### config.mk
export PLATFORM = sky130hd
export DESIGN_NAME = rms_input_selector
export DESIGN_NICKNAME = d
export VERILOG_FILES = /design/src/rms_pin_select.v /design/src/rms_input_selector.v
export VERILOG_INCLUDE_DIRS = /design/src /design/src/src
export SDC_FILE = /design/constraint.sdc
export NUM_CORES = 1
export LEC_CHECK = 0
export BUFFER_PORTS_ARGS = -buffer_cell sky130_fd_sc_hd__buf_2
export CAP_MARGIN = 20
export CORE_ASPECT_RATIO = 1.5
export CORE_MARGIN = 2
export CORE_UTILIZATION = 51
export CTS_CLUSTER_DIAMETER = 120
export CTS_CLUSTER_SIZE = 25
export DETAILED_ROUTE_END_ITERATION = 10
export PLACE_DENSITY = 0.81
export SYNTH_ARGS = -nofsm -noshare
export SYNTH_HDL_FRONTEND = slang
export SYNTH_SLANG_ARGS = --single-unit
### constraint.sdc
create_clock -name i_clock -period 2.35 [get_ports i_clock]
set_input_delay 0 -clock i_clock [delete_from_list [all_inputs] [get_ports i_clock]]
set_output_delay 0 -clock i_clock [all_outputs]
set_load 0.05 [all_outputs]
### src/rms_defines.vh
`ifndef RMS_DEFINES_VH
`define RMS_DEFINES_VH

// ----------------------------------------------------------------------
// register byte offsets on the bus
// ----------------------------------------------------------------------
`define RMS_ADR_UART3_INPUT_SELECT      8'h00
`define RMS_ADR_UART4_INPUT_SELECT      8'h04
`define RMS_ADR_SERIAL_IN1_INPUT_SELECT 8'h08
`define RMS_ADR_SERIAL_IN2_INPUT_SELECT 8'h0C
`define RMS_ADR_FAULT_INPUT_SELECT      8'h10
`define RMS_ADR_CHANGE_NOTIFY_A_SELECT  8'h14
`define RMS_ADR_CHANGE_NOTIFY_B_SELECT  8'h18
`define RMS_ADR_EXT_EXTERNAL_INTERRUPT_1_INPUT_SELECT   8'h1C
`define RMS_ADR_CARRIER_INPUT_SELECT    8'h20
`define RMS_ADR_CAPTURE5_INPUT_SELECT   8'h24
`define RMS_ADR_CAPTURE7_INPUT_SELECT   8'h28
`define RMS_ADR_CAPTURE8_9_INPUT_SELECT 8'h2C
`define RMS_ADR_TIMER0_CLOCK_SELECT     8'h30
`define RMS_ADR_TIMER1_INPUT_SELECT     8'h34
`define RMS_ADR_TIMER3_INPUT_SELECT     8'h38
`define RMS_ADR_TIMER5_INPUT_SELECT     8'h3C
`define RMS_ADR_VIRTUAL_PIN_A_SELECT    8'h40
`define RMS_ADR_VIRTUAL_PIN_B_SELECT    8'h44
`define RMS_ADR_PIN_LEVEL_LO            8'h48
`define RMS_ADR_PIN_LEVEL_HI            8'h4C
`define RMS_ADR_ROUTED_LEVEL            8'h50

// ----------------------------------------------------------------------
// register indices inside the selector array
// ----------------------------------------------------------------------
`define RMS_IDX_UART3     5'd0
`define RMS_IDX_UART4     5'd1
`define RMS_IDX_SER_IN1   5'd2
`define RMS_IDX_SER_IN2   5'd3
`define RMS_IDX_FAULT     5'd4
`define RMS_IDX_NOTIFY_A  5'd5
`define RMS_IDX_NOTIFY_B  5'd6
`define RMS_IDX_EXT_EXTERNAL_INTERRUPT_1  5'd7
`define RMS_IDX_CARRIER   5'd8
`define RMS_IDX_CAPT5     5'd9
`define RMS_IDX_CAPT7     5'd10
`define RMS_IDX_CAPT8_9   5'd11
`define RMS_IDX_TIMER0    5'd12
`define RMS_IDX_TIMER1    5'd13
`define RMS_IDX_TIMER3    5'd14
`define RMS_IDX_TIMER5    5'd15
`define RMS_IDX_VPIN_A    5'd16
`define RMS_IDX_VPIN_B    5'd17
`define RMS_REG_COUNT     18

// ----------------------------------------------------------------------
// fields, groups, encodings, reset
// ----------------------------------------------------------------------
`define RMS_NIB_HI        1'b1
`define RMS_NIB_LO        1'b0
`define RMS_GRP_4N        1'b0
`define RMS_GRP_4N1       1'b1
`define RMS_SEL_WIDTH     4
`define RMS_SEL_LAST_PIN  4'hB
`define RMS_SEL_GROUND    4'hF
`define RMS_SEL_RESET     8'hFF
`define RMS_PIN_COUNT     46
`define RMS_OUT_COUNT     29

`endif

### src/rms_pin_select.v
`timescale 1ns/1ps
`default_nettype none
`include "rms_defines.vh"

module rms_pin_select #(
  parameter GROUP = 0,
  parameter PINS  = `RMS_PIN_COUNT
) (
  input  wire [`RMS_SEL_WIDTH-1:0] i_select,
  input  wire [PINS-1:0]           i_pins,
  output reg                       o_level
);

  // ----------------------------------------------------------------------
  // pin index is select*4 plus the group offset
  // ----------------------------------------------------------------------
  wire [5:0] pin_idx;

  assign pin_idx = {i_select, 1'b0, GROUP[0]};

  always @* begin
    // 12..14 reach no pin and 15 is ground: both read low
    if (i_select <= `RMS_SEL_LAST_PIN) begin
      o_level = i_pins[pin_idx];
    end else begin
      o_level = 1'b0;
    end
  end

endmodule // rms_pin_select

`default_nettype wire

### src/rms_input_selector.v
// Local design decisions: the register offsets and the Wishbone interface to the registers.
`timescale 1ns/1ps
`default_nettype none
`include "rms_defines.vh"

// Behaviour
// - each input steered by one nibble field
// - group 4n inputs use fixed field positions
// - group 4n+1 inputs use fixed field positions
// - 4n values 0-11 pick pins 0..44
// - 4n+1 values 0-11 pick pins 1..45
// - 4n+1 values 12-14 none, 15 ground
module rms_input_selector #(
  parameter PINS = `RMS_PIN_COUNT
) (
  input  wire        i_clock,
  input  wire        i_rst,
  // wishbone classic slave
  input  wire        i_wb_cyc,
  input  wire        i_wb_stb,
  input  wire        i_wb_we,
  input  wire [7:0]  i_wb_adr,
  input  wire [3:0]  i_wb_sel,
  input  wire [31:0] i_wb_dat,
  output wire [31:0] o_wb_dat,
  output wire        o_wb_ack,
  // remappable pins
  input  wire [PINS-1:0] i_remappable_pin,
  // group 4n peripheral inputs
  output wire        o_serial_data_in_1,
  output wire        o_fault_input_0,
  output wire        o_change_notify_0,
  output wire        o_change_notify_4,
  output wire        o_carrier_in_1,
  output wire        o_timer0_clock_in,
  output wire        o_timer5_gate_in,
  output wire        o_uart3_receive_in,
  output wire        o_uart4_receive_in,
  output wire        o_capture5_in,
  output wire        o_capture8_in,
  output wire        o_virtual_pin_0,
  output wire        o_virtual_pin_4,
  // group 4n+1 peripheral inputs
  output wire        o_serial_data_in_2,
  output wire        o_external_interrupt_1,
  output wire        o_change_notify_1,
  output wire        o_change_notify_5,
  output wire        o_carrier_in_2,
  output wire        o_timer1_clock_in,
  output wire        o_timer1_gate_in,
  output wire        o_timer3_clock_in,
  output wire        o_timer3_gate_in,
  output wire        o_timer5_clock_in,
  output wire        o_uart3_transmit_in,
  output wire        o_uart4_transmit_in,
  output wire        o_capture7_in,
  output wire        o_capture9_in,
  output wire        o_virtual_pin_1,
  output wire        o_virtual_pin_5
);

  // ----------------------------------------------------------------------
  // routing table: {group, nibble, register index} per output
  // ----------------------------------------------------------------------
  function [6:0] map_entry;
    input integer k;
    begin
      case (k)
        0:  map_entry = {`RMS_GRP_4N,  `RMS_NIB_HI, `RMS_IDX_SER_IN1};
        1:  map_entry = {`RMS_GRP_4N,  `RMS_NIB_LO, `RMS_IDX_FAULT};
        2:  map_entry = {`RMS_GRP_4N,  `RMS_NIB_LO, `RMS_IDX_NOTIFY_A};
        3:  map_entry = {`RMS_GRP_4N,  `RMS_NIB_LO, `RMS_IDX_NOTIFY_B};
        4:  map_entry = {`RMS_GRP_4N,  `RMS_NIB_LO, `RMS_IDX_CARRIER};
        5:  map_entry = {`RMS_GRP_4N,  `RMS_NIB_HI, `RMS_IDX_TIMER0};
        6:  map_entry = {`RMS_GRP_4N,  `RMS_NIB_LO, `RMS_IDX_TIMER5};
        7:  map_entry = {`RMS_GRP_4N,  `RMS_NIB_LO, `RMS_IDX_UART3};
        8:  map_entry = {`RMS_GRP_4N,  `RMS_NIB_LO, `RMS_IDX_UART4};
        9:  map_entry = {`RMS_GRP_4N,  `RMS_NIB_HI, `RMS_IDX_CAPT5};
        10: map_entry = {`RMS_GRP_4N,  `RMS_NIB_LO, `RMS_IDX_CAPT8_9};
        11: map_entry = {`RMS_GRP_4N,  `RMS_NIB_LO, `RMS_IDX_VPIN_A};
        12: map_entry = {`RMS_GRP_4N,  `RMS_NIB_LO, `RMS_IDX_VPIN_B};
        13: map_entry = {`RMS_GRP_4N1, `RMS_NIB_LO, `RMS_IDX_SER_IN2};
        14: map_entry = {`RMS_GRP_4N1, `RMS_NIB_LO, `RMS_IDX_EXT_EXTERNAL_INTERRUPT_1};
        15: map_entry = {`RMS_GRP_4N1, `RMS_NIB_HI, `RMS_IDX_NOTIFY_A};
        16: map_entry = {`RMS_GRP_4N1, `RMS_NIB_HI, `RMS_IDX_NOTIFY_B};
        17: map_entry = {`RMS_GRP_4N1, `RMS_NIB_HI, `RMS_IDX_CARRIER};
        18: map_entry = {`RMS_GRP_4N1, `RMS_NIB_HI, `RMS_IDX_TIMER1};
        19: map_entry = {`RMS_GRP_4N1, `RMS_NIB_LO, `RMS_IDX_TIMER1};
        20: map_entry = {`RMS_GRP_4N1, `RMS_NIB_HI, `RMS_IDX_TIMER3};
        21: map_entry = {`RMS_GRP_4N1, `RMS_NIB_LO, `RMS_IDX_TIMER3};
        22: map_entry = {`RMS_GRP_4N1, `RMS_NIB_HI, `RMS_IDX_TIMER5};
        23: map_entry = {`RMS_GRP_4N1, `RMS_NIB_HI, `RMS_IDX_UART3};
        24: map_entry = {`RMS_GRP_4N1, `RMS_NIB_HI, `RMS_IDX_UART4};
        25: map_entry = {`RMS_GRP_4N1, `RMS_NIB_HI, `RMS_IDX_CAPT7};
        26: map_entry = {`RMS_GRP_4N1, `RMS_NIB_HI, `RMS_IDX_CAPT8_9};
        27: map_entry = {`RMS_GRP_4N1, `RMS_NIB_HI, `RMS_IDX_VPIN_A};
        default: map_entry = {`RMS_GRP_4N1, `RMS_NIB_HI, `RMS_IDX_VPIN_B};
      endcase
    end
  endfunction

  // ----------------------------------------------------------------------
  // address decode: selector index, or 5'h1F when not a selector
  // ----------------------------------------------------------------------
  function [4:0] sel_index;
    input [7:0] adr;
    begin
      if (adr[7:2] < `RMS_REG_COUNT) begin
        sel_index = adr[6:2];
      end else begin
        sel_index = 5'h1F;
      end
    end
  endfunction

  // ----------------------------------------------------------------------
  // state
  // ----------------------------------------------------------------------
  reg  [7:0]                sel_r [0:`RMS_REG_COUNT-1];
  reg  [PINS-1:0]           pin_meta_r;
  reg  [PINS-1:0]           pin_sync_r;
  reg  [`RMS_OUT_COUNT-1:0] periph_r;
  wire [`RMS_OUT_COUNT-1:0] periph_nxt;
  reg                       ack_r;
  wire                      ack_nxt;
  reg  [31:0]               rdat_r;
  reg  [31:0]               rdat_nxt;
  wire [4:0]                bus_idx;
  wire                      bus_req;
  wire                      wr_commit;
  integer                   i;

  assign bus_req   = i_wb_cyc & i_wb_stb;
  assign bus_idx   = sel_index(i_wb_adr);
  // ack goes high one edge after the request and drops the edge after
  assign ack_nxt   = bus_req & ~ack_r;
  // the write lands at the same edge the master sees ack
  assign wr_commit = bus_req & ack_r & i_wb_we & i_wb_sel[0];

  // ----------------------------------------------------------------------
  // pin synchronisers
  // ----------------------------------------------------------------------
  // pins are asynchronous; only the second stage feeds the muxes
  always @(posedge i_clock) begin
    if (i_rst) begin
      pin_meta_r <= {PINS{1'b0}};
      pin_sync_r <= {PINS{1'b0}};
    end else begin
      pin_meta_r <= i_remappable_pin;
      pin_sync_r <= pin_meta_r;
    end
  end

  // ----------------------------------------------------------------------
  // per-input selector muxes
  // ----------------------------------------------------------------------
  genvar k;
  generate
    for (k = 0; k < `RMS_OUT_COUNT; k = k + 1) begin : g_route
      localparam [6:0] ENTRY = map_entry(k);
      wire [`RMS_SEL_WIDTH-1:0] field;

      // upper or lower nibble of the paired register
      assign field = ENTRY[5] ? sel_r[ENTRY[4:0]][7:4] : sel_r[ENTRY[4:0]][3:0];

      rms_pin_select #(
        .GROUP (ENTRY[6]),
        .PINS  (PINS)
      ) u_sel (
        .i_select (field),
        .i_pins   (pin_sync_r),
        .o_level  (periph_nxt[k])
      );
    end
  endgenerate

  // ----------------------------------------------------------------------
  // registered outputs
  // ----------------------------------------------------------------------
  always @(posedge i_clock) begin
    if (i_rst) begin
      periph_r <= {`RMS_OUT_COUNT{1'b0}};
    end else begin
      periph_r <= periph_nxt;
    end
  end

  assign o_serial_data_in_1     = periph_r[0];
  assign o_fault_input_0        = periph_r[1];
  assign o_change_notify_0      = periph_r[2];
  assign o_change_notify_4      = periph_r[3];
  assign o_carrier_in_1         = periph_r[4];
  assign o_timer0_clock_in      = periph_r[5];
  assign o_timer5_gate_in       = periph_r[6];
  assign o_uart3_receive_in     = periph_r[7];
  assign o_uart4_receive_in     = periph_r[8];
  assign o_capture5_in          = periph_r[9];
  assign o_capture8_in          = periph_r[10];
  assign o_virtual_pin_0        = periph_r[11];
  assign o_virtual_pin_4        = periph_r[12];
  assign o_serial_data_in_2     = periph_r[13];
  assign o_external_interrupt_1 = periph_r[14];
  assign o_change_notify_1      = periph_r[15];
  assign o_change_notify_5      = periph_r[16];
  assign o_carrier_in_2         = periph_r[17];
  assign o_timer1_clock_in      = periph_r[18];
  assign o_timer1_gate_in       = periph_r[19];
  assign o_timer3_clock_in      = periph_r[20];
  assign o_timer3_gate_in       = periph_r[21];
  assign o_timer5_clock_in      = periph_r[22];
  assign o_uart3_transmit_in    = periph_r[23];
  assign o_uart4_transmit_in    = periph_r[24];
  assign o_capture7_in          = periph_r[25];
  assign o_capture9_in          = periph_r[26];
  assign o_virtual_pin_1        = periph_r[27];
  assign o_virtual_pin_5        = periph_r[28];

  // ----------------------------------------------------------------------
  // selector registers
  // ----------------------------------------------------------------------
  // reset to ground so no peripheral sees a pin before software routes it
  always @(posedge i_clock) begin
    if (i_rst) begin
      for (i = 0; i < `RMS_REG_COUNT; i = i + 1) begin
        sel_r[i] <= `RMS_SEL_RESET;
      end
    end else if (wr_commit && (bus_idx != 5'h1F)) begin
      sel_r[bus_idx] <= i_wb_dat[7:0];
    end
  end

  // ----------------------------------------------------------------------
  // read mux
  // ----------------------------------------------------------------------
  always @* begin
    rdat_nxt = 32'h0000_0000;
    if (bus_idx != 5'h1F) begin
      rdat_nxt = {24'h00_0000, sel_r[bus_idx]};
    end else if (i_wb_adr[7:2] == `RMS_ADR_PIN_LEVEL_LO >> 2) begin
      rdat_nxt = pin_sync_r[31:0];
    end else if (i_wb_adr[7:2] == `RMS_ADR_PIN_LEVEL_HI >> 2) begin
      rdat_nxt = {{(64-PINS){1'b0}}, pin_sync_r[PINS-1:32]};
    end else if (i_wb_adr[7:2] == `RMS_ADR_ROUTED_LEVEL >> 2) begin
      rdat_nxt = {{(32-`RMS_OUT_COUNT){1'b0}}, periph_r};
    end else begin
      // unmapped: acknowledged, reads zero, writes dropped
      rdat_nxt = 32'h0000_0000;
    end
  end

  // ----------------------------------------------------------------------
  // bus answer
  // ----------------------------------------------------------------------
  always @(posedge i_clock) begin
    if (i_rst) begin
      ack_r  <= 1'b0;
      rdat_r <= 32'h0000_0000;
    end else begin
      ack_r  <= ack_nxt;
      rdat_r <= ack_nxt ? rdat_nxt : 32'h0000_0000;
    end
  end

  assign o_wb_ack = ack_r;
  assign o_wb_dat = rdat_r;

endmodule // rms_input_selector

`default_nettype wire

==> run_results.csv <==
group,metric,value,unit
outcome,status,"finished clean",
timing,final-hold-violation-count,0,
power,switchingPower,2.42,mW
placed_design,place_area,0.0167,sq mm
global_routing,grt_usage,31.6,%
yosys,yosys.cell_count.top_type,"nand2_1",
setup_path,arrival,2.35,ns
yosys,synth_area_leader_cell,"edfxtp_1",
clock_tree,numCtsBuffers,17,
power,sw_frac_of_total,23.2,%
route,ant_nets,0,
setup_path,cp_top_family,"simple AND/OR/NAND/NOR gates",
placed_design,io_buffers,127,
clock_tree,clk_path_buf_depth,3,
floorplan,ios,157,
yosys,synth_simple_gate_area_share,14.8,%
yosys,synth_compound_area_share,8.75,%
clock_tree,cts_resized,0,
clock_tree,clock_sinks,334,
timing,slew_headroom,45.1,%
yosys,synth-edff-count,180,
floorplan,die-area,0.0311,sq mm
cells_and_area,fin_util,60.5,%
setup_path,worstSetupEndpointType,"flip-flop",
timing,finalCritPeriodShare,91.5,%
floorplan,fp.coreArea,0.0294,sq mm
global_routing,grt_antenna_before_repair,3,
global_routing,grt_pass1_vias,11800,
cells_and_area,area_growth,17.3,%
power,combPwrFrac,7.9,%
timing,max_freq,465,MHz
yosys,yosys-top-cells-count,"nand2_1, edfxtp_1, dfxtp_1",
placed_design,hpwl,34800,um
global_routing,grt_max_degree,69,
yosys,synth_top_area_share,35.7,%
setup_path,cp-start-kind,"flip-flop",
placed_design,place_congestion,1.04,
yosys,ys_warn_count,0,
route,drc,0,
hold_path,hp-class,"primary input to flip-flop",
yosys,netlist_top_cells_area,"edfxtp_1, dfxtp_1, mux4_2",
yosys,synth_top_family_by_area,"multiplexers",
timing,setup_violations,0,
power,max-vdd-ir-drop,0.537,mV
clock_tree,cts_htree_levels,1,
run,drv_cap,0,
yosys,seq_area_frac_synth,56.0,%
setup_path,slowest_delay,0.40,ns
route,drtIter0Drc,1483,
yosys,synthCells,1276,
cells_and_area,final_area,0.0178,sq mm
route,routedWlPerCell,25.6,um
power,internal-power,8.01,mW
timing,finalClockSkew,0.0248,ns
yosys,synth-adder-area-share,0,%
route,vias,11900,
yosys,yosys.cell_types.count,60,
timing,period_needed,2.15,ns
clock_tree,cts_tree,"done",
timing,tightest_slew,0.822,ns
yosys,ys.flop_type,"edfxtp_1",
floorplan,fp-row-count,77,
route,firstDrtPassIters,6,
yosys,ys_ff_latch,334,
global_routing,overflow,0,
power,leakage,6.30,nW
yosys,netlist_area,0.0152,sq mm
setup_path,cp_max_fo,9,
global_routing,grt_pass1_wl,71800,um
cells_and_area,layout.nets,1606,
setup_path,crit_buf_inv,0,
route,vias_per_cell,6.22,
timing,tns,0,ns
clock_tree,clock_latency,0.53,ns
cells_and_area,drive_above_1_share,23.1,%
route,wirelength,49000,um
yosys,async_reset_ff_share,0,%
cells_and_area,stdcell_count,1919,
setup_path,crit_type,"flip-flop to flip-flop",
setup_path,cpMaxStageDelayCell,"nor4_2",
timing,rsz0062_at_grt,"no",
setup_path,cp.required,2.55,ns
power,seqPwrFrac,60.9,%
clock_tree,clk_pin_slew,0.10,ns
timing,slew_violations,0,
clock_tree,cts_root_buf,"clkbuf_16",
floorplan,die_x,145,um
floorplan,start_util,51.6,%
yosys,synth.avg_cell_area,11.9,sq um
floorplan,dieHeight,215,um
power,clkPwrFrac,31.2,%
power,powerDensity,587,mW/mm^2
placed_design,dp.cells,1833,
yosys,synth_xor_area_share,0,%
yosys,synthMuxAreaShare,17.0,%
setup_path,cp_cell_sequence,"nand3_1, nor2_1, nand2_1, nor4_2, or2_2",
-- registers in the layout, indices dropped and copies added, names as in the netlist --
register and cells:
pin_sync_r 46, sel_r 180, o_wb_dat 32, o_wb_ack 1, pin_meta_r 46, periph_r 29
-- power groups by stage --
| stage | clock network, mW | registers, mW | logic (mW) |
|---|---|---|---|
| 2_1_floorplan | 0 | 6.42 | 0.491 |
| 3_3_place_gp | 0 | 6.48 | 0.711 |
| 3_5_place_dp | 0 | 6.48 | 0.725 |
| 4_1_cts | 3.28 | 6.35 | 0.797 |
| 5_1_grt | 3.48 | 6.36 | 0.865 |
| 6_report | 3.25 | 6.36 | 0.822 |
-- cells by family (layout without fill, tap and decap cells) --
kind of cell	after synthesis	in the layout
buffers and inverters	120	331
AOI/OAI and AO/OA	198	198
DFF	334	334
and+or+nand+nor	484	484
other	1	38
muxes	139	139
-- cells in the final DEF, fill, tap and decap left out, types with 11 or more instances in the layout --
| cell | synthesis | layout |
|---|---|---|
| clkbuf_16 | 0 | 17 |
| nand3_1 | 12 | 12 |
| a21oi_1 | 60 | 60 |
| inv_1 | 39 | 39 |
| conb_1 | 1 | 36 |
| or2_2 | 20 | 20 |
| mux2i_1 | 45 | 45 |
| clkbuf_1 | 67 | 11 |
| mux4_2 | 92 | 92 |
| nor2b_1 | 92 | 92 |
| a31oi_1 | 41 | 41 |
| buf_4 | 2 | 75 |
| nand2_1 | 245 | 245 |
| dfxtp_1 | 154 | 154 |
| a22o_1 | 16 | 16 |
| nor2_1 | 78 | 78 |
| edfxtp_1 | 180 | 180 |
| a221oi_1 | 15 | 15 |
| buf_2 | 7 | 126 |
| dlygate4sd3_1 | 0 | 54 |
| o21ai_0 | 25 | 25 |
-- through the flow --
step	hold WS (ns)	setup WS, ns	power [mW]
after detailed placement	0.215	0.0606	7.21
after floorplan	0.128	0.0212	6.91
after global routing	0.0384	0.0663	10.7
after global placement	0.210	0.118	7.19
final	0.0462	0.199	10.4
after CTS	0.0159	0.236	10.4
-- routing by layer --
metal  share of wire, %  track usage, %  vias to the layer above
met4                8.9            22.4                        0
met2                 49            52.8                      890
met1                 32            36.5                     5726
li1                   -               -                     5070
met5                  0               0                        -
met3                9.9            5.17                      250
-- worst reg2reg max path: stages (launching register included) --
cell     delay (ns)
dfxtp_1        0.35
nand3_1        0.19
nor2_1         0.23
nand2_1        0.34
nor4_2         0.40
or2_2          0.32
-- area by class of cell --
| cell class | count | area (sq um) |
|---|---|---|
| Fill cell | 2291 | 11600 |
| Timing Repair Buffer | 262 | 1870 |
| Clock buffer | 28 | 467 |
| Multi-Input combinational cell | 857 | 6280 |
| Antenna cell | 2 | 5.00 |
| Clock inverter | 2 | 25.0 |
| Tap cell | 395 | 494 |
| Inverter | 39 | 146 |
| Sequential cell | 334 | 8490 |
-- what timing repair did --
action,CTS,global route
setup buffers,0,0
hold endpoints to repair,144,0
hold buffers,54,0
-- worst paths after layout --
path,slack [ns],to,cells after the start,start
setup / recovery,0.20,sel_r[16][3],5,o_wb_ack
hold / removal,0.05,o_wb_dat[6],3,i_wb_adr[5]
setup reg to reg,0.20,sel_r[16][3],5,o_wb_ack
hold reg to reg,0.43,pin_sync_r[16],1,pin_meta_r[16]
No activity file was read; power rests on OpenSTA's default activity.
